## src/core/sps_pkg.sv

```systemverilog
package sps_pkg;

  // ==========================================================================
  // Register map and field layout.
  // ==========================================================================
  localparam int NREQ = 3;
  localparam int ADDR_W = 8;
  localparam logic [7:0] ADDR_CTRL = 8'h00;
  localparam logic [7:0] ADDR_STAT = 8'h04;
  localparam logic [7:0] ADDR_IRQ_STAT = 8'h08;
  localparam logic [7:0] ADDR_IRQ_MASK = 8'h0C;
  localparam logic [7:0] ADDR_XCNT = 8'h10;
  localparam int CTRL_POLL_EN = 0;
  localparam int CTRL_LOAD = 1;
  localparam logic CTRL_POLL_EN_RST = 1'b1;
  localparam int ST_POWER = 0;
  localparam int ST_REC = 1;
  localparam int ST_HALT = 2;
  localparam int ST_BUSY = 3;
  localparam int ST_PEND = 4;
  localparam int ST_STATE = 8;
  localparam int EV_LOAD_OK = 0;
  localparam int EV_HALT = 1;
  localparam int EV_XDONE = 2;
  localparam int EV_BADPATH = 3;
  localparam int EV_INTERR = 4;
  localparam int EV_W = 5;
  localparam logic [4:0] IRQ_MASK_RST = 5'h00;
  localparam logic [1:0] RESP_OKAY = 2'h0;
  localparam logic [1:0] RESP_SLVERR = 2'h2;
  localparam int XCNT_W = 16;

  // ==========================================================================
  // Control states, requesters and transfer destinations.
  // ==========================================================================
  typedef enum logic [2:0] {S_OFF, S_LOAD, S_RES, S_POLL, S_SVC, S_HALT} sps_state_e;
  typedef enum logic [1:0] {SRC_TRACE, SRC_DISK, SRC_CSI} sps_src_e;
  typedef enum logic [1:0] {DST_DISK, DST_PRINT, DST_CSI, DST_MODEM} sps_dst_e;

  // Only the listed data paths may be started; anything else is refused.
  function automatic logic sps_path_ok(input logic [1:0] src, input logic [1:0] dst);
    logic ok;
    ok = 1'b0;
    case (src)
      SRC_TRACE: ok = (dst == DST_DISK);
      SRC_DISK: ok = (dst != DST_DISK);
      SRC_CSI: ok = (dst == DST_MODEM) || (dst == DST_DISK);
      default: ok = 1'b0;
    endcase
    return ok;
  endfunction

endpackage

```

## src/core/sps_poll_if.sv

```systemverilog
`timescale 1ns/1ps
// Poll loop handshake between the supervisor and the request scanner.
interface sps_poll_if #(parameter int N = 3);
  logic [N-1:0] pend;
  logic scan;
  logic grant;
  logic [1:0] gidx;
  logic [1:0] gdst;
  logic take;
  modport ctl (output scan, output take, input grant, input gidx, input gdst, input pend);
  modport arb (input scan, input take, output grant, output gidx, output gdst, output pend);
endinterface

```

## src/core/sps_poll.sv

```systemverilog
`timescale 1ns/1ps
module sps_poll #(
  parameter int N = 3
) (
  input wire logic aclk,
  input wire logic aresetn,
  input wire logic ce,
  input wire logic [N-1:0] req,
  input wire logic [2*N-1:0] req_dst,
  sps_poll_if.arb pif
);
  import sps_pkg::*;

  logic [N-1:0] pend_r;
  logic [1:0] dst_r [N];
  logic [1:0] ptr_r;
  logic [1:0] ptr_inc;

  // ==========================================================================
  // Pending requests.
  // ==========================================================================
  // A request stays latched until serviced; a new one beats the clear.
  always_ff @(posedge aclk) begin
    if (!aresetn) begin
      pend_r <= '0;
      for (int i = 0; i < N; i++) dst_r[i] <= 2'h0;
    end else if (ce) begin
      for (int i = 0; i < N; i++) begin
        if (req[i]) begin
          pend_r[i] <= 1'b1;
          dst_r[i] <= req_dst[2*i +: 2];
        end else if (pif.take && ptr_r == 2'(i)) begin
          pend_r[i] <= 1'b0;
        end
      end
    end
  end

  // ==========================================================================
  // Rotating scan pointer.
  // ==========================================================================
  assign ptr_inc = (ptr_r == 2'(N - 1)) ? 2'h0 : ptr_r + 2'h1;

  // The pointer parks on a pending requester so the grant stays steady.
  always_ff @(posedge aclk) begin
    if (!aresetn) begin
      ptr_r <= 2'h0;
    end else if (ce) begin
      if (pif.take || (pif.scan && !pend_r[ptr_r])) begin
        ptr_r <= ptr_inc;
      end
    end
  end

  assign pif.grant = pif.scan && pend_r[ptr_r];
  assign pif.gidx = ptr_r;
  assign pif.gdst = dst_r[ptr_r];
  assign pif.pend = pend_r;

  AST_ROTATE: assert property (@(posedge aclk) disable iff (!aresetn)
    ce && pif.scan && !pend_r[ptr_r] |=> ptr_r == $past(ptr_inc))
    else $error("Scan pointer did not move on to the next requester.");

  AST_HOLD_PEND: assert property (@(posedge aclk) disable iff (!aresetn)
    ce && !pif.take |=> (pend_r & $past(pend_r)) == $past(pend_r))
    else $error("A pending request vanished without being serviced.");

endmodule

```

## src/core/sps_supervisor.sv

```systemverilog
`timescale 1ns/1ps
// Summary of operation
// - With the selector in remote, power follows the host's power state.
// - With the selector in local, only the panel power buttons switch power.
// - Each power-up starts an initial_microcode_load of the diagnostics.
// - The panel load button starts the same diagnostic load as a power-up.
// - Diagnostics passing leads automatically into recording mode.
// - Recording never stalls the host or takes any of its cycles.
// - An internal error with the error switch at stop halts all operation.
// - An internal error with the switch not at stop starts a new load.
// - Only one transfer runs at any time.
// - Resident routines are loaded only after a successful diagnostic load.
// - When idle, the unit polls each component in rotating order.
// - Polling stops while a request is serviced and resumes right after.
// - Only the listed source to destination data paths are allowed.
module sps_supervisor #(
  parameter int NREQ = sps_pkg::NREQ
) (
  input wire logic aclk,
  input wire logic aresetn,
  input wire logic ce,
  input wire logic [sps_pkg::ADDR_W-1:0] s_axi_awaddr,
  input wire logic s_axi_awvalid,
  output logic s_axi_awready,
  input wire logic [31:0] s_axi_wdata,
  input wire logic [3:0] s_axi_wstrb,
  input wire logic s_axi_wvalid,
  output logic s_axi_wready,
  output logic [1:0] s_axi_bresp,
  output logic s_axi_bvalid,
  input wire logic s_axi_bready,
  input wire logic [sps_pkg::ADDR_W-1:0] s_axi_araddr,
  input wire logic s_axi_arvalid,
  output logic s_axi_arready,
  output logic [31:0] s_axi_rdata,
  output logic [1:0] s_axi_rresp,
  output logic s_axi_rvalid,
  input wire logic s_axi_rready,
  input wire logic pwr_sel_remote,
  input wire logic host_power_on,
  input wire logic panel_pwr_on_btn,
  input wire logic panel_pwr_off_btn,
  input wire logic panel_load_btn,
  input wire logic err_stop_sel,
  input wire logic internal_error,
  input wire logic diag_done,
  input wire logic diag_pass,
  input wire logic resident_done,
  input wire logic [NREQ-1:0] req,
  input wire logic [2*NREQ-1:0] req_dst,
  input wire logic xfer_done,
  output logic power_en_r,
  output logic load_start_r,
  output logic resident_load_r,
  output logic recording_r,
  output logic halted_r,
  output logic host_stall_r,
  output logic xfer_go_r,
  output logic [1:0] xfer_src_r,
  output logic [1:0] xfer_dst_r,
  output logic irq_r
);
  import sps_pkg::*;

  sps_poll_if #(.N(NREQ)) pif ();

  sps_state_e st_r;
  sps_state_e st_nxt;
  logic power_nxt;
  logic load_req;
  logic err_act;
  logic path_ok;
  logic [EV_W-1:0] ev;
  logic poll_en_r;
  logic sw_load_r;
  logic [EV_W-1:0] irq_stat_r;
  logic [EV_W-1:0] irq_mask_r;
  logic [XCNT_W-1:0] xcnt_r;
  logic wr_fire;
  logic [EV_W-1:0] w1c;
  logic [31:0] rd_val;
  logic rd_ok;
  logic wr_ok;

  sps_poll #(.N(NREQ)) u_poll (
    .aclk(aclk),
    .aresetn(aresetn),
    .ce(ce),
    .req(req),
    .req_dst(req_dst),
    .pif(pif.arb)
  );

  // ==========================================================================
  // Power control.
  // ==========================================================================
  // Remote follows the host; local answers to the panel buttons only.
  always_comb begin
    if (pwr_sel_remote) begin
      power_nxt = host_power_on;
    end else if (power_en_r) begin
      power_nxt = !panel_pwr_off_btn;
    end else begin
      power_nxt = panel_pwr_on_btn;
    end
  end

  always_ff @(posedge aclk) begin
    if (!aresetn) begin
      power_en_r <= 1'b0;
    end else if (ce) begin
      power_en_r <= power_nxt;
    end
  end

  // ==========================================================================
  // Supervisory state machine.
  // ==========================================================================
  assign load_req = panel_load_btn || sw_load_r;
  assign err_act = internal_error && st_r != S_OFF && st_r != S_HALT;
  assign path_ok = sps_path_ok(pif.gidx, pif.gdst);
  // Polling is suspended while a request is serviced or the poll enable bit in the control register is clear.
  assign pif.scan = ce && st_r == S_POLL && poll_en_r;
  assign pif.take = pif.scan && pif.grant && power_nxt && !load_req && !err_act;

  always_comb begin
    st_nxt = st_r;
    if (!power_nxt) begin
      st_nxt = S_OFF;
    end else if (st_r == S_OFF || load_req) begin
      st_nxt = S_LOAD;
    end else if (err_act) begin
      st_nxt = err_stop_sel ? S_HALT : S_LOAD;
    end else begin
      case (st_r)
        S_LOAD: begin
          if (diag_done) begin
            st_nxt = diag_pass ? S_RES : S_HALT;
          end
        end
        S_RES: begin
          if (resident_done) begin
            st_nxt = S_POLL;
          end
        end
        S_POLL: begin
          if (pif.take && path_ok) begin
            st_nxt = S_SVC;
          end
        end
        S_SVC: begin
          if (xfer_done) begin
            st_nxt = S_POLL;
          end
        end
        default: st_nxt = st_r;
      endcase
    end
  end

  always_ff @(posedge aclk) begin
    if (!aresetn) begin
      st_r <= S_OFF;
    end else if (ce) begin
      st_r <= st_nxt;
    end
  end

  // Mode indications and start pulses, registered off the next state; host stall is held low.
  always_ff @(posedge aclk) begin
    if (!aresetn) begin
      load_start_r <= 1'b0;
      resident_load_r <= 1'b0;
      recording_r <= 1'b0;
      halted_r <= 1'b0;
      host_stall_r <= 1'b0;
    end else if (ce) begin
      load_start_r <= st_nxt == S_LOAD && (st_r != S_LOAD || load_req || err_act);
      resident_load_r <= st_nxt == S_RES && st_r == S_LOAD;
      recording_r <= st_nxt == S_POLL || st_nxt == S_SVC;
      halted_r <= st_nxt == S_HALT;
      // The observer only listens to trace lines; it never holds the host.
      host_stall_r <= 1'b0;
    end
  end

  // ==========================================================================
  // Transfer launch.
  // ==========================================================================
  // At most one launch per grant, and no grant exists while a transfer is open.
  always_ff @(posedge aclk) begin
    if (!aresetn) begin
      xfer_go_r <= 1'b0;
      xfer_src_r <= 2'h0;
      xfer_dst_r <= 2'h0;
    end else if (ce) begin
      xfer_go_r <= st_r == S_POLL && st_nxt == S_SVC;
      if (st_r == S_POLL && st_nxt == S_SVC) begin
        xfer_src_r <= pif.gidx;
        xfer_dst_r <= pif.gdst;
      end
    end
  end

  always_ff @(posedge aclk) begin
    if (!aresetn) begin
      xcnt_r <= '0;
    end else if (ce && st_r == S_SVC && st_nxt == S_POLL) begin
      xcnt_r <= xcnt_r + XCNT_W'(1);
    end
  end

  // ==========================================================================
  // Events and interrupt.
  // ==========================================================================
  always_comb begin
    ev = '0;
    ev[EV_LOAD_OK] = st_r == S_RES && st_nxt == S_POLL;
    ev[EV_HALT] = st_r != S_HALT && st_nxt == S_HALT;
    ev[EV_XDONE] = st_r == S_SVC && st_nxt == S_POLL;
    ev[EV_BADPATH] = pif.take && !path_ok;
    ev[EV_INTERR] = err_act;
  end

  // A new event wins over a write-one-to-clear in the same cycle.
  always_ff @(posedge aclk) begin
    if (!aresetn) begin
      irq_stat_r <= '0;
    end else if (ce) begin
      irq_stat_r <= (irq_stat_r & ~w1c) | ev;
    end
  end

  always_ff @(posedge aclk) begin
    if (!aresetn) begin
      irq_r <= 1'b0;
    end else if (ce) begin
      irq_r <= |(irq_stat_r & irq_mask_r);
    end
  end

  // ==========================================================================
  // AXI4-Lite slave.
  // ==========================================================================
  // Address and data are taken together, one write and one read at a time.
  assign wr_fire = ce && s_axi_awready && s_axi_awvalid && s_axi_wvalid;
  assign wr_ok = s_axi_awaddr == ADDR_CTRL || s_axi_awaddr == ADDR_IRQ_STAT ||
                 s_axi_awaddr == ADDR_IRQ_MASK;
  assign w1c = (wr_fire && s_axi_wstrb[0] && s_axi_awaddr == ADDR_IRQ_STAT) ?
               s_axi_wdata[EV_W-1:0] : '0;

  always_ff @(posedge aclk) begin
    if (!aresetn) begin
      s_axi_awready <= 1'b0;
      s_axi_wready <= 1'b0;
      s_axi_bvalid <= 1'b0;
      s_axi_bresp <= RESP_OKAY;
    end else if (ce) begin
      if (s_axi_awready) begin
        s_axi_awready <= 1'b0;
        s_axi_wready <= 1'b0;
        s_axi_bvalid <= 1'b1;
        s_axi_bresp <= wr_ok ? RESP_OKAY : RESP_SLVERR;
      end else if (s_axi_bvalid) begin
        if (s_axi_bready) begin
          s_axi_bvalid <= 1'b0;
        end
      end else if (s_axi_awvalid && s_axi_wvalid) begin
        s_axi_awready <= 1'b1;
        s_axi_wready <= 1'b1;
      end
    end
  end

  // Control and mask writes; the load bit is a one-cycle request.
  always_ff @(posedge aclk) begin
    if (!aresetn) begin
      poll_en_r <= CTRL_POLL_EN_RST;
      sw_load_r <= 1'b0;
      irq_mask_r <= IRQ_MASK_RST;
    end else if (ce) begin
      sw_load_r <= 1'b0;
      if (wr_fire && s_axi_wstrb[0]) begin
        if (s_axi_awaddr == ADDR_CTRL) begin
          poll_en_r <= s_axi_wdata[CTRL_POLL_EN];
          sw_load_r <= s_axi_wdata[CTRL_LOAD];
        end
        if (s_axi_awaddr == ADDR_IRQ_MASK) begin
          irq_mask_r <= s_axi_wdata[EV_W-1:0];
        end
      end
    end
  end

  // Read decode; unmapped addresses read zero with a slave error.
  always_comb begin
    rd_val = 32'h0000_0000;
    rd_ok = 1'b1;
    case (s_axi_araddr)
      ADDR_CTRL: rd_val[CTRL_POLL_EN] = poll_en_r;
      ADDR_STAT: begin
        rd_val[ST_POWER] = power_en_r;
        rd_val[ST_REC] = recording_r;
        rd_val[ST_HALT] = halted_r;
        rd_val[ST_BUSY] = st_r == S_SVC;
        rd_val[ST_PEND +: NREQ] = pif.pend;
        rd_val[ST_STATE +: 3] = st_r;
      end
      ADDR_IRQ_STAT: rd_val[EV_W-1:0] = irq_stat_r;
      ADDR_IRQ_MASK: rd_val[EV_W-1:0] = irq_mask_r;
      ADDR_XCNT: rd_val[XCNT_W-1:0] = xcnt_r;
      default: rd_ok = 1'b0;
    endcase
  end

  always_ff @(posedge aclk) begin
    if (!aresetn) begin
      s_axi_arready <= 1'b0;
      s_axi_rvalid <= 1'b0;
      s_axi_rdata <= 32'h0000_0000;
      s_axi_rresp <= RESP_OKAY;
    end else if (ce) begin
      if (s_axi_arready) begin
        s_axi_arready <= 1'b0;
        s_axi_rvalid <= 1'b1;
        s_axi_rdata <= rd_val;
        s_axi_rresp <= rd_ok ? RESP_OKAY : RESP_SLVERR;
      end else if (s_axi_rvalid) begin
        if (s_axi_rready) begin
          s_axi_rvalid <= 1'b0;
        end
      end else if (s_axi_arvalid) begin
        s_axi_arready <= 1'b1;
      end
    end
  end

  // ==========================================================================
  // Checks.
  // ==========================================================================
  AST_REMOTE_FOLLOW: assert property (@(posedge aclk) disable iff (!aresetn)
    ce && pwr_sel_remote |=> power_en_r == $past(host_power_on))
    else $error("Power did not follow the host in remote mode.");

  AST_LOCAL_BTN: assert property (@(posedge aclk) disable iff (!aresetn)
    ce && !pwr_sel_remote && !panel_pwr_on_btn && !panel_pwr_off_btn
    |=> power_en_r == $past(power_en_r))
    else $error("Local power changed without a panel button.");

  AST_LOAD_ON_POWER: assert property (@(posedge aclk) disable iff (!aresetn)
    ce && st_r == S_OFF && power_nxt |=> load_start_r && st_r == S_LOAD)
    else $error("Power-up did not start the diagnostic load.");

  AST_LOAD_BTN: assert property (@(posedge aclk) disable iff (!aresetn)
    ce && power_nxt && panel_load_btn |=> load_start_r && st_r == S_LOAD)
    else $error("Load button did not start the diagnostic load.");

  AST_RECORD: assert property (@(posedge aclk) disable iff (!aresetn)
    ce && st_r == S_RES && resident_done && power_nxt && !load_req && !err_act
    |=> recording_r && st_r == S_POLL)
    else $error("Recording mode not entered after a good load.");

  AST_NO_STEAL: assert property (@(posedge aclk) disable iff (!aresetn)
    recording_r |-> !host_stall_r)
    else $error("Host stalled while recording.");

  AST_ERR_STOP: assert property (@(posedge aclk) disable iff (!aresetn)
    ce && err_act && err_stop_sel && power_nxt && !load_req |=> halted_r && !recording_r)
    else $error("Error with stop selected did not halt.");

  AST_ERR_LOAD: assert property (@(posedge aclk) disable iff (!aresetn)
    ce && err_act && !err_stop_sel && power_nxt |=> load_start_r && st_r == S_LOAD)
    else $error("Error without stop did not restart the load.");

  AST_ONE_XFER: assert property (@(posedge aclk) disable iff (!aresetn)
    xfer_go_r && $past(ce) |-> $past(st_r) == S_POLL && st_r == S_SVC)
    else $error("Transfer launched while another was open.");

  AST_RES_AFTER_DIAG: assert property (@(posedge aclk) disable iff (!aresetn)
    resident_load_r && $past(ce) |-> $past(diag_done) && $past(diag_pass))
    else $error("Resident load without a passed diagnostic load.");

  AST_RESUME: assert property (@(posedge aclk) disable iff (!aresetn)
    ce && st_r == S_SVC && xfer_done && power_nxt && !load_req && !err_act
    |=> st_r == S_POLL)
    else $error("Polling did not resume after the transfer.");

  AST_PATH: assert property (@(posedge aclk) disable iff (!aresetn)
    xfer_go_r |-> sps_path_ok(xfer_src_r, xfer_dst_r))
    else $error("Transfer started on an unsupported path.");

endmodule

```

## config.mk

```make
export PLATFORM = sky130hd
export DESIGN_NAME = sps_supervisor
export DESIGN_NICKNAME = d
export VERILOG_FILES = /design/src/core/sps_pkg.sv /design/src/core/sps_poll_if.sv /design/src/core/sps_poll.sv /design/src/core/sps_supervisor.sv
export SDC_FILE = /design/constraint.sdc
export NUM_CORES = 1
export LEC_CHECK = 0
export BUFFER_PORTS_ARGS = -buffer_cell sky130_fd_sc_hd__buf_2
export CAP_MARGIN = 20
export CORE_ASPECT_RATIO = 2
export CORE_MARGIN = 1
export CORE_UTILIZATION = 40
export CTS_CLUSTER_SIZE = 12
export DETAILED_ROUTE_END_ITERATION = 12
export HOLD_SLACK_MARGIN = 0.03
export PLACE_DENSITY = 0.75
export SYNTH_ARGS = -nofsm -noshare
export SYNTH_HDL_FRONTEND = slang
export SYNTH_SLANG_ARGS = --single-unit
```

## constraint.sdc

```tcl
create_clock -name aclk -period 2.54 [get_ports aclk]
set_input_delay 0.508 -clock aclk [delete_from_list [all_inputs] [get_ports aclk]]
set_output_delay 0.508 -clock aclk [all_outputs]
set_load 0.005 [all_outputs]
```

Word level (Yosys, flattened, before mapping)
Memory sizes are Yosys's and may differ from the RTL's. A register that Yosys moved wholly into a read port is not among the register bits.
Index checks and enable logic that the tools add are counted.
- register bits: 72
- bits in writable memories: 6
- input port bits: 80
- output and inout port bits: 53
- memories: 1
- $add $sub $neg: 2
- magnitude comparators: 1
- equality and inequality tests: 21
- mux-type cells: 67
- bitwise operators: 7
- reduce and logical (&&, ||, !) cells: 66
- memory list (memory ; words ; bits a word ; read ports ; clocked after memory_dff ; wr ports ; line ; source):
    u_poll.dst_r ; 3 ; 2 ; 1 ; 1 ; 3 ; sps_poll.sv:15 ; logic [1:0] dst_r [N];
- operators with widths (operator ; number):
    $mux W1 ; 41
    $eq A8 B4 Y1 const B ; 4
    $logic_and A1 B1 Y1 ; 29
    $mux W3 ; 9
    $add A16 B1 Y16 const B ; 1
    $logic_not A8 Y1 ; 2
    $mux W2 ; 8
    $pmux W4 S4 ; 1
    $reduce_and A2 Y1 ; 7
    $eq A3 B2 Y1 const B ; 4
    $pmux W3 S4 ; 1
    $and A5 B5 Y5 ; 2
    $mux W5 ; 2
    $reduce_bool A2 Y1 ; 5
    $reduce_or A5 Y1 ; 2
    $eq A3 B3 Y1 const B ; 3
    $logic_or A1 B1 Y1 ; 9
    $reduce_and A3 Y1 ; 3
    $eq A8 B3 Y1 const B ; 1
    $eq A8 B5 Y1 const B ; 1
    $eq A3 B1 Y1 const B ; 2
    $pmux W3 S2 ; 1
    $logic_not A1 Y1 ; 5
    $not A5 Y5 ; 1
    other kinds (16) ; 20

Depth between registers and ports, before layout
Gate-level depths: netlist of the first run.
- word-level depth: 17
- mapped depth: 11

Hierarchy
Synthesis of the first run repeated with hierarchy kept, for this count alone.
- cell total of the unflattened synthesis: 478
- area total of the unflattened synthesis: 4045.1 µm²
- by module, submodules not included (module ; times used ; cells each ; area an instance (µm²)):
    sps_supervisor ; 1 ; 417 ; 3420.8
    sps_poll ; 1 ; 61 ; 624.3

Worst setup path after synthesis of the first run
OpenSTA, ideal clock, no wires.
- kind: in2reg
- start point: in pwr_sel_remote
- end point: reg recording_r
- library setup time: 0.120 ns
- arrival time: 2.530 ns
- data required time: 2.420 ns
- path slack: -0.109 ns
- stages: 7
- path buffers: 0
- cells stage by stage: or3_1 > o32a_4 > or4_4 > o21ai_2 > a31oi_2 > nor3b_1 > o31a_1
- cells in the longest elaborated chain, start to end: 12
- elaborated cells between the ends (all ways): 13
- classes of those cells: eq/ne: 2; mux: 6; reduce/logical: 5
- RTL lines (what ; line ; source):
    start: declaration ; sps_supervisor.sv:39 ; input wire logic pwr_sel_remote,
    $mux W1 (*) ; sps_supervisor.sv:99 ; if (pwr_sel_remote) begin
    $logic_and A1 B1 Y1 (3 in series) ; sps_supervisor.sv:124 ; assign pif.take = pif.scan && pif.grant && power_nxt && !load_req && !err_act;
    $logic_and A1 B1 Y1 ; sps_supervisor.sv:147 ; if (pif.take && path_ok) begin
    $mux W3 ; sps_supervisor.sv:147 ;
    $pmux W3 S4 ; sps_supervisor.sv:135 ; case (st_r)
    $mux W3 ; sps_supervisor.sv:132 ; end else if (err_act) begin
    $mux W3 ; sps_supervisor.sv:130 ; end else if (st_r == S_OFF || load_req) begin
    $mux W3 (*) ; sps_supervisor.sv:128 ; if (!power_nxt) begin
    $eq A3 B2 Y1 / $eq A3 B3 Y1 (equally long branches) ; sps_supervisor.sv:180 ; recording_r <= st_nxt == S_POLL || st_nxt == S_SVC;
    $logic_or A1 B1 Y1 (*) ; sps_supervisor.sv:180 ;
    end signal: assignment ; sps_supervisor.sv:174 ; recording_r <= 1'b0;
    end signal: assignment ; sps_supervisor.sv:180 ;
    end: declaration ; sps_supervisor.sv:55 ; output logic recording_r,
Every way passes the cells marked *; elsewhere a longest branch is shown, timed or not.
A chain may end at the register's enable or synchronous reset.

==> results by group, run 1 <==
Status
  • Status: complete, no violations

Yosys
  • Number of enable flip-flop cells after synthesis: 6
  • Top cell type's share of synthesized area: 35.99%
  • Synth area leader: dfxtp_1
  • Ys Warns: 0
  • Syn Std Cell Area: 4005 µm²
  • Seq/Total Area, Yosys: 40.49%
  • Mapped Cells: 455
  • Avg Inst Size Synth: 8.802 µm²
  • Synth area leaders: dfxtp_1 36%, nand2_1 5.0%, mux2i_1 4.7%, edfxtp_1 4.5%, and2_1 3.9%
  • Netlist cell types: 64
  • Synth async-reset ratio: 0%
  • Most used DFF post-synth: dfxtp_1
  • FF+latch count, synth: 78

Clocking
  • Hold_buf cts: 0
  • Htree depth: 3
  • Clock buffer depth: 2
  • Clk Latency, worst-skew pair: 0.34 ns
  • CTS tree: yes
  • CTS root buf: clkbuf_16
  • # clock sinks: 78
  • TritonCTS buffer count: 9
  • Clk slew on worst S/H paths: 0.06 ns

Power and ir drop
  • Worst VDD drop: 371.5 µV
  • PD cells: 569.9 nW/µm²
  • Leak: 2.043 nW

Timing
  • Worst setup margin: 0.08939 ns
  • Peak Freq: 408.1 MHz
  • Period utilization: 96.48%
  • RSZ-0062 raised after global routing: yes
  • Final setup fails: 0
  • Slew HR: 44.15%
  • Number of max-slew violations in the final report: 0
  • Hold Slack: 0.4376 ns
  • Fin. Hold Viols: 0
  • Final Skew: 0.007734 ns
  • Final period demand of the worst path: 2.451 ns
  • Slew @ Worst Pin: 0.8290 ns

Global route
  • Pin count of the biggest net entering global routing: 39
  • Total track usage: 21.67%
  • Overflow left after global routing: 0
  • Vias in the first global route: 3546
  • Initial antenna violation count: 0
  • First-pass GRT wire length: 17080 µm

Drt
  • Initial DRC Count: 216
  • DRT Pass-1 Iters: 5
  • Final ANT Viol Nets: 0
  • Via density: 5.321
  • WL/cell: 15.51 µm
  • Via count: 3634
  • Routed WL: 10600 µm
  • Remaining DRCs: 0

Setup path
  • Reg2reg end: recording_r
  • Reg-to-reg slack, setup: 0.09 ns
  • Worst R2R Path Depth: 12
  • Critical Path AT: 2.68 ns
  • CP Capture Type: flip-flop
  • Critical path fanouts, max: 3
  • Critical Setup Path Class: reg -> reg
  • Required @ worst endpoint: 2.77 ns
  • Critical path startpoint category: flip-flop

Worst hold path
  • HP Class: in -> reg
  • Worst Hold End: poll_en_r
  • Worst hold start: s_axi_wdata[0]
  • Worst hold stages: 3

Layout
  • Ant diodes: 0
  • Register area: 1623 µm²
  • Synth-to-Final Area Change: 24.46%
  • Fin area: 4985 µm²
  • Final core utilization: 51.39%
  • Filler cell count: 922
  • Layout cells sized above 1: 25.95%
  • Nets: 629
  • Multi-input logic area: 2252 µm²

Floorplan
  • Height of the die: 143.5 µm
  • Die area: 10440 µm²
  • I/O pins: 133
  • Core Area: 9699 µm²
  • Rows: 51
  • DIE WIDTH: 72.76 µm
  • Initial core utilization: 41.29%

Place
  • Post-DP HPWL: 8006 µm
  • Routability cong.: 0.8925
  • Count of buffers from port buffering: 83
  • DP Worst Slack: -0.2008 ns
  • DP Area: 4616 µm²

Flow run
  • Max-Cap Viols: 0
kinds of logic (layout without fill, tap and decap cells):
group	Yosys count	after routing	synth area share, %
AND/OR/NAND/NOR	196	196	26.96
AO/OA/AOI/OAI	91	91	17.06
flip-flops	78	78	40.49
buffers and inverters	55	133	7.123
multiplexers	20	20	5.030
XOR/XNOR	12	12	2.624
adder cells (fa/ha/maj)	2	2	0.6247
other	1	19	0.09363
final cells by class:
type / instances / share of cell area, %
multi-input cells: 340 / 45.18
flip-flops and latches: 78 / 32.56
repair buffers: 108 / 12.17
clock buffers: 13 / 5.246
well taps: 132 / 3.313
clock inverters: 2 / 0.7781
inverters: 10 / 0.7530
synth_stat cells (6+ instances only):
library cell  instances
edfxtp_1              6
dfxtp_1              72
nor3b_1               7
buf_4                20
nor3_1                6
o21ai_0              16
or3_1                 8
a21boi_0             17
a21oi_1              13
inv_1                10
mux2i_1              19
xnor2_1              10
and2_1               25
a221oi_1              6
nor2_1               23
clkbuf_1             20
nand2_1              53
nand3_1              19
nor2b_1              23
power breakdown:
group / internal [mW] / switching [mW] / total [mW]
combinational: 0.113 / 0.137 / 0.250
clock: 0.820 / 0.485 / 1.30
sequential: 1.27 / 0.0204 / 1.29
total: 2.20 / 0.642 / 2.84
state kept, by name (all words and copies together), names as in the netlist, 2 cells and up, named ones only:
register and cells:
s_axi_rdata 16, irq_stat_r 5, u_poll.dst_r 6, u_poll.pif.pend 3, irq_mask_r 5, xfer_src_r 2, xfer_dst_r 2, xcnt_r 16
u_poll.pif.gidx 2, st_r 3
what timing repair did:
action                                  CTS  global route
resized for setup                         4            15
endpoints found under the setup margin    6             8
pin swaps                                 1            12
buffers inserted                          0             1
routing by layer:
metal  global-route usage, %  vias to the layer above  share of wire, %
met1                   22.91                     1749                38
li1                        -                     1751                 -
met2                   40.29                      110                56
met4                   10.32                        0               3.2
met3                   3.717                       24               3.4
met5                       0                        -                 0
placed cells by master, fill, tap and decap left out, drive strengths merged, types with 8 or more instances in the layout:
master,count
buf,108
dfxtp,72
nand2,53
and2,27
nor2,23
nor2b,23
mux2i,19
nand3,19
conb,19
a21boi,17
o21ai,17
a21oi,14
clkbuf,13
inv,11
xnor2,10
or3,8
worst max-delay path, cell delays in order (launching register included):
cell      delay (ns)
dfxtp_2         0.33
mux2i_1         0.12
nor2_1          0.16
a21oi_2         0.07
ha_1            0.20
nor2b_2         0.17
o31ai_4         0.30
buf_6           0.15
o21ai_4         0.08
a211oi_4        0.28
buf_4           0.17
nor3b_2         0.04
o31a_1          0.26
worst max path at each step:
stage                   start             to  slack (ns)
2_1_floorplan  pwr_sel_remote    recording_r       -0.08
4_1_cts             flip-flop  irq_stat_r[0]        0.01
6_report            flip-flop    recording_r        0.09
5_1_grt             flip-flop    recording_r       -0.03
3_3_place_gp   pwr_sel_remote        st_r[1]       -0.12
3_5_place_dp   pwr_sel_remote    recording_r       -0.20
through the flow:
stage | total power [mW] | cells | setup TNS (ns)
6_report | 2.841 | 683 | 0
5_1_grt | 2.942 | 683 | -0.03028
4_1_cts | 2.853 | 683 | 0
3_5_place_dp | 1.551 | 668 | -1.567
3_3_place_gp | 1.544 | 668 | -0.6479
2_1_floorplan | 1.462 | 473 | -0.1406
Power figures use the tool's default switching activity.
==> inputs of run 2 (changes only) <==
--- a/config.mk
+++ b/config.mk
@@ -16,4 +16,5 @@
 export PLACE_DENSITY = 0.75
 export SYNTH_ARGS = -nofsm -noshare
 export SYNTH_HDL_FRONTEND = slang
+export SYNTH_HIERARCHICAL = 1
 export SYNTH_SLANG_ARGS = --single-unit
==> results by group, run 2 <==
Yosys
  • Ys Warns: 6 (+6)
  • Seq/Total Area, Yosys: 40.09% (-0.40 points)
  • Avg Inst Size Synth: 8.463 µm² (-3.9%)
  • Synth area leaders: dfxtp_1 36%, mux2i_1 6.4%, nand2_1 5.7%, nor2_1 4.9%, edfxtp_1 4.5%
  • Syn Std Cell Area: 4045 µm² (+1.0%)
  • Number of enable flip-flop cells after synthesis: 6 (unchanged)
  • Mapped Cells: 478 (+5.1%)
  • Top cell type's share of synthesized area: 35.63% (-0.36 points)
  • Most used DFF post-synth: dfxtp_1
  • Synth area leader: dfxtp_1
  • Top cells by count, synth: 72 x dfxtp_1, 61 x nand2_1, 53 x nor2_1
  • FF+latch count, synth: 78 (unchanged)
  • Synth async-reset ratio: 0% (unchanged)
  • Netlist cell types: 69 (+7.8%)
  • Most frequent cell after synthesis: dfxtp_1

Floorplan
  • Height of the die: 144.2 µm (+0.49%)
  • Core Area: 9763 µm² (+0.66%)
  • Rows: 51 (unchanged)
  • DIE WIDTH: 73.11 µm (+0.49%)
  • I/O pins: 133 (unchanged)
  • Initial core utilization: 41.43% (+0.14 points)
  • Die area: 10540 µm² (+0.98%)

Clocking
  • TritonCTS buffer count: 9 (unchanged)
  • Clk Latency, worst-skew pair: 0.34 ns (about the same)
  • Clk slew on worst S/H paths: 0.06 ns (about the same)
  • CTS tree: yes
  • Clock buffer depth: 2 (unchanged)
  • # clock sinks: 78 (unchanged)
  • Htree depth: 3 (unchanged)
  • CTS root buf: clkbuf_16

Layout
  • Ant diodes: 0 (unchanged)
  • Layout cells sized above 1: 27.42% (+1.5 points)
  • Post-Layout Cell Count: 730 (+6.9%)
  • Most frequent cells in the layout: 83 x buf_2, 71 x dfxtp_1, 60 x nand2_1
  • Synth-to-Final Area Change: 27.53%
  • Largest regs: s_axi_rdata x16, xcnt_r x16, u_poll/dst_r x6
  • Commonest non-fill, non-tap cell in the layout: buf_2
  • Nets: 675 (+7.3%)

Place
  • DP Worst Slack: -0.08152 ns (+0.1193 ns)
  • # placed instances: 711 (+6.4%)
  • Routability cong.: 0.9279 (+4.0%)
  • Post-DP HPWL: 9105 µm (+14%)
  • Count of buffers from port buffering: 83 (unchanged)

Global route
  • Initial antenna violation count: 0 (unchanged)
  • Total track usage: 23.26% (+1.6 points)
  • Pin count of the biggest net entering global routing: 34 (-13%)
  • Overflow left after global routing: 0 (unchanged)
  • Vias in the first global route: 3935 (+11%)
  • First-pass GRT wire length: 18260 µm (+6.9%)

Drt
  • Top layer reached by signal wires: met4
  • Wl on met1: 4055 µm (+1.8%)
  • WL met3: 598 µm (+67%)
  • Final ANT Viol Nets: 0 (unchanged)
  • DRT Pass-1 Iters: 6 (+1)
  • Via count: 4044 (+11%)
  • Initial DRC Count: 285 (+32%)
  • Met2 wire len: 6741 µm (+14%)
  • Remaining DRCs: 0 (unchanged)
  • Routed WL: 12080 µm (+14%)
  • WL/cell: 16.55 µm (+6.7%)
  • Via density: 5.540 (+4.1%)

Timing
  • Final Skew: 0.004552 ns (-0.003181 ns)
  • Worst setup margin: 0.09685 ns (+0.007467 ns)
  • Final period demand of the worst path: 2.443 ns (-0.007467 ns)
  • Period utilization: 96.19% (-0.29 points)
  • Final setup fails: 0 (unchanged)
  • Fin. Hold Viols: 0 (unchanged)
  • Fin Setup TNS: 0 ns (unchanged)
  • Peak Freq: 409.3 MHz (+0.31%)
  • Slew HR: 57.11% (+13 points)
  • Slew @ Worst Pin: 0.6375 ns (-0.1915 ns)
  • Number of max-slew violations in the final report: 0 (unchanged)

Setup path
  • Critical path startpoint category: flip-flop
  • CP Capture Type: flip-flop
  • Required @ worst endpoint: 2.81 ns (+0.04 ns)
  • Critical path fanouts, max: 5 (+2)
  • Critical Path AT: 2.72 ns (+0.04 ns)
  • Critical Setup Path Class: reg -> reg

Power and ir drop
  • PD cells: 558.6 nW/µm² (-2.0%)
  • Leak: 2.183 nW (+6.9%)
  • Power Total: 2.882 mW (+1.4%)
  • Worst VDD drop: 391.3 µV (+5.3%)

Flow run
  • Max-Cap Viols: 0 (unchanged)

Status
  • Status: complete, no violations

Worst hold path
  • HP Class: in -> reg
run 2: cell types whose count changed after synthesis, moves of 6 or more:
cell / previous run / this run
a21boi_0: 17 / 1
a21oi_1: 13 / 33
and2_1: 25 / 15
mux2i_1: 19 / 26
nand2_1: 53 / 61
nand2b_1: 4 / 13
nand3_1: 19 / 10
nor2_1: 23 / 53
nor2b_1: 23 / 4
nor3_1: 6 / 16
or3_1: 8 / 1
xnor2_1: 10 / 4
run 2: through the flow:
| stage | hold slack, ns | instance area (µm²) | util, % |
|---|---|---|---|
| 3_5_place_dp | 0.4455 | 4773 | 48.89 |
| 4_1_cts | 0.4339 | 5100 | 52.24 |
| 3_3_place_gp | 0.4417 | 4773 | 48.89 |
| 6_report | 0.4404 | 5159 | 52.84 |
| 5_1_grt | 0.4450 | 5159 | 52.84 |
| 2_1_floorplan | 0.4462 | 4130 | - |
run 2: what timing repair did:
action / in CTS / in global routing
buffers inserted: 0 / 2
setup endpoints to repair: 10 / 16
hold buffers: 0 / 0
gates resized for setup: 5 / 11
cloned: 1 / 0
pin swaps: 3 / 5
run 2: routing by layer:
layer,global-route usage [%],vias up
met5,0,-
met4,17.34,0
met3,4.251,46
met2,44.05,186
met1,20.96,1913
li1,-,1899
run 2: kinds of logic (layout without fill, tap and decap cells):
family	Yosys count	count (layout)	synth area share (%)
multiplexers	27	27	6.990
AO/OA/AOI/OAI	100	101	17.32
AND/OR/NAND/NOR	211	211	26.60
other	1	19	0.09270
flip-flops	78	78	40.09
XOR/XNOR	5	5	1.083
adder cells (fa/ha/maj)	2	2	0.6185
buffers and inverters	54	155	7.207
run 2: area by class of cell:
class / count / area, µm²
clock buffer: 10 / 239.0
clock inverter: 6 / 61.31
fill: 932 / 4604
inverter: 13 / 48.80
multi-input combinational: 365 / 2271
sequential: 78 / 1623
tap: 132 / 165.2
timing repair buffer: 126 / 750.7
run 2: power by group:
part	total, mW	switching [mW]	internal (mW)
Combinational	0.278	0.156	0.122
Clock	1.32	0.537	0.784
Sequential	1.28	0.0179	1.26
run 2: final timing paths:
kind / from / to / slack (ns) / cells after the start
worst max-delay path: flip-flop / load_start_r / 0.1 / 10
worst min-delay path: req_dst[4] / u_poll/dst_r[2][0] / 0.44 / 2
worst max register to register: flip-flop / load_start_r / 0.1 / 10
worst min register to register: s_axi_rdata[13] / s_axi_rdata[13] / 0.45 / 2
run 2: worst max-delay path: stages (launching register included):
cell and delay, ns:
dfxtp_2 0.33, mux2i_1 0.12, o21ai_1 0.17, inv_1 0.10, ha_4 0.17, xnor2_2 0.20, o22a_1 0.23, nor3_2 0.08
o211a_4 0.28, or4_1 0.54, a21oi_1 0.15
==> inputs of run 3 (changes only) <==
--- a/config.mk
+++ b/config.mk
@@ -12,8 +12,9 @@
 export CORE_UTILIZATION = 40
 export CTS_CLUSTER_SIZE = 12
 export DETAILED_ROUTE_END_ITERATION = 12
+export GPL_TIMING_DRIVEN = 0
 export HOLD_SLACK_MARGIN = 0.03
-export PLACE_DENSITY = 0.75
+export PLACE_DENSITY = 0.73
 export SYNTH_ARGS = -nofsm -noshare
 export SYNTH_HDL_FRONTEND = slang
 export SYNTH_HIERARCHICAL = 1
==> constraint.sdc (replaced) <==
create_clock -name aclk -period 3.15 [get_ports aclk]
set_input_delay 0.63 -clock aclk [delete_from_list [all_inputs] [get_ports aclk]]
set_output_delay 0.63 -clock aclk [all_outputs]
set_load 0.005 [all_outputs]
==> results by group, run 3 (synthesized netlist as in run 2, its figures left out) <==
Status
  • Status: complete, no violations

Timing
  • Period utilization: 93.99%
  • Final period demand of the worst path: 2.961 ns
  • Number of max-slew violations in the final report: 0 (unchanged)
  • RSZ-0062 raised after global routing: no
  • Peak Freq: 337.8 MHz
  • Slew @ Worst Pin: 0.9125 ns (+0.2750 ns)
  • Final Skew: 0.006031 ns (+0.001478 ns)
  • Final setup fails: 0 (unchanged)
  • Slew HR: 38.70% (-18 points)
  • Fin. Hold Viols: 0 (unchanged)

Clocking
  • Clk slew on worst S/H paths: 0.06 ns (about the same)
  • Clk Latency, worst-skew pair: 0.34 ns (about the same)
  • # clock sinks: 78 (unchanged)
  • CTS tree: yes
  • CTS root buf: clkbuf_16
  • Htree depth: 3 (unchanged)
  • Clock buffer depth: 2 (unchanged)
  • TritonCTS buffer count: 9 (unchanged)

Global route
  • Overflow left after global routing: 0 (unchanged)
  • Total track usage: 23.66% (+0.41 points)
  • Vias in the first global route: 3847 (-2.2%)
  • First-pass GRT wire length: 18420 µm (+0.83%)
  • Pin count of the biggest net entering global routing: 16 (-53%)
  • Initial antenna violation count: 0 (unchanged)

Drt
  • Remaining DRCs: 0 (unchanged)
  • Initial DRC Count: 191 (-33%)
  • Via count: 3915 (-3.2%)
  • Routed WL: 11800 µm (-2.3%)
  • DRT Pass-1 Iters: 5 (-1)
  • WL/cell: 16.28 µm (-1.7%)
  • Final ANT Viol Nets: 0 (unchanged)
  • Via density: 5.400 (-2.5%)

Floorplan
  • Initial core utilization: 41.43% (unchanged)
  • I/O pins: 133 (unchanged)
  • Rows: 51 (unchanged)
  • Die area: 10540 µm² (unchanged)
  • DIE WIDTH: 73.11 µm (unchanged)
  • Core Area: 9763 µm² (unchanged)
  • Height of the die: 144.2 µm (unchanged)

Layout
  • Largest regs: s_axi_rdata x16, xcnt_r x16, u_poll/dst_r x6
  • Commonest non-fill, non-tap cell in the layout: buf_2
  • Filler cell count: 940 (+0.86%)
  • Nets: 670 (-0.74%)
  • Ant diodes: 0 (unchanged)
  • Most frequent cells in the layout: 84 x buf_2, 71 x dfxtp_1, 61 x nand2_1
  • Fin area: 5041 µm² (-2.3%)
  • Synth-to-Final Area Change: 24.62%
  • Layout cells sized above 1: 23.10% (-4.3 points)

Worst hold path
  • HP Class: reg -> reg

Power and ir drop
  • PD cells: 475.3 nW/µm² (-15%)
  • Power Total: 2.396 mW (-17%)
  • Worst VDD drop: 336.4 µV (-14%)
  • Leak: 2.091 nW (-4.2%)

Place
  • Routability cong.: 0.9515 (+2.5%)
  • Count of buffers from port buffering: 82 (-1.2%)
  • Post-DP HPWL: 9463 µm (+3.9%)
  • DP Area: 4688 µm² (-1.8%)

Setup path
  • Critical Setup Path Class: in -> reg
  • Critical Path AT: 3.22 ns (+0.50 ns)
  • Required @ worst endpoint: 3.41 ns (+0.60 ns)
  • CP Capture Type: flip-flop
  • Critical path fanouts, max: 10 (+5)
  • Critical path startpoint category: input port

Flow run
  • Max-Cap Viols: 0 (unchanged)
-- run 3: cell count changes in the layout (fill, tap and decap cells not counted), sizes merged --
cell | before | now
clkinv | 4 | 1
buf | 126 | 105
o211a | 3 | 2
bufinv | 1 | 2
inv | 13 | 14
clkbuf | 10 | 28
-- run 3: final timing paths --
| path | start | to | slack, ns | cells after the start |
|---|---|---|---|---|
| max | ce | load_start_r | 0.19 | 12 |
| min | s_axi_rdata[12] | s_axi_rdata[12] | 0.45 | 2 |
| max reg2reg | st_r[1] | load_start_r | 0.20 | 10 |
| min reg2reg | s_axi_rdata[12] | s_axi_rdata[12] | 0.45 | 2 |
-- run 3: metal layers --
metal  global-route usage (%)  up-vias  part of all wire [%]
li1                         -     1895                     -
met1                    21.70     1830                    34
met2                    44.93      141                    57
met3                    3.066       49                   3.7
met4                    18.37        0                   5.7
met5                        0        -                     0
-- run 3: area by class of cell --
type                    count  area, µm²  share of cell area, %
multi-input cells         364       2213                  43.91
flip-flops and latches     78       1623                  32.19
repair buffers             82      410.4                  8.141
clock buffers              11      254.0                  5.038
plain buffers              40      247.7                  4.914
well taps                 132      165.2                  3.276
clock inverters             5      78.83                  1.564
inverters                  13      48.80                 0.9680
-- run 3: power breakdown --
part | switching (mW) | total (mW) | leakage, nW | internal [mW]
Combinational | 0.120 | 0.208 | 1.29 | 0.0877
Clock | 0.410 | 1.15 | 0.161 | 0.741
Sequential | 0.0165 | 1.04 | 0.644 | 1.02
Total | 0.547 | 2.40 | 2.09 | 1.85
-- run 3: critical path: stages --
cell and delay, ns:
buf_2 0.14, clkbuf_4 0.24, clkbuf_4 0.27, nand2_1 0.09, nor2_2 0.16, and2_1 0.17
and4_1 0.23, nand2_1 0.08, o31a_1 0.30, o21bai_4 0.20, or4_1 0.54, a21oi_1 0.17
-- run 3: metrics by stage --
| stage | util (%) | cells | setup WS [ns] | TNS, ns | hold slack, ns |
|---|---|---|---|---|---|
| after floorplan | - | 496 | 0.1840 | 0 | 0.4462 |
| after global routing | 51.63 | 725 | 0.04939 | 0 | 0.4705 |
| after global placement | 48.02 | 710 | -0.8059 | -17.67 | 0.4432 |
| after CTS | 51.51 | 725 | 0.05410 | 0 | 0.4554 |
| final | 51.63 | 725 | 0.1894 | 0 | 0.4544 |
| after detailed placement | 48.02 | 710 | -0.9021 | -20.58 | 0.4454 |
-- run 3: what timing repair did --
item,CTS,global route
gates resized for setup,5,5
setup buffers,0,0
hold buffers,0,0
setup endpoints to repair,31,2
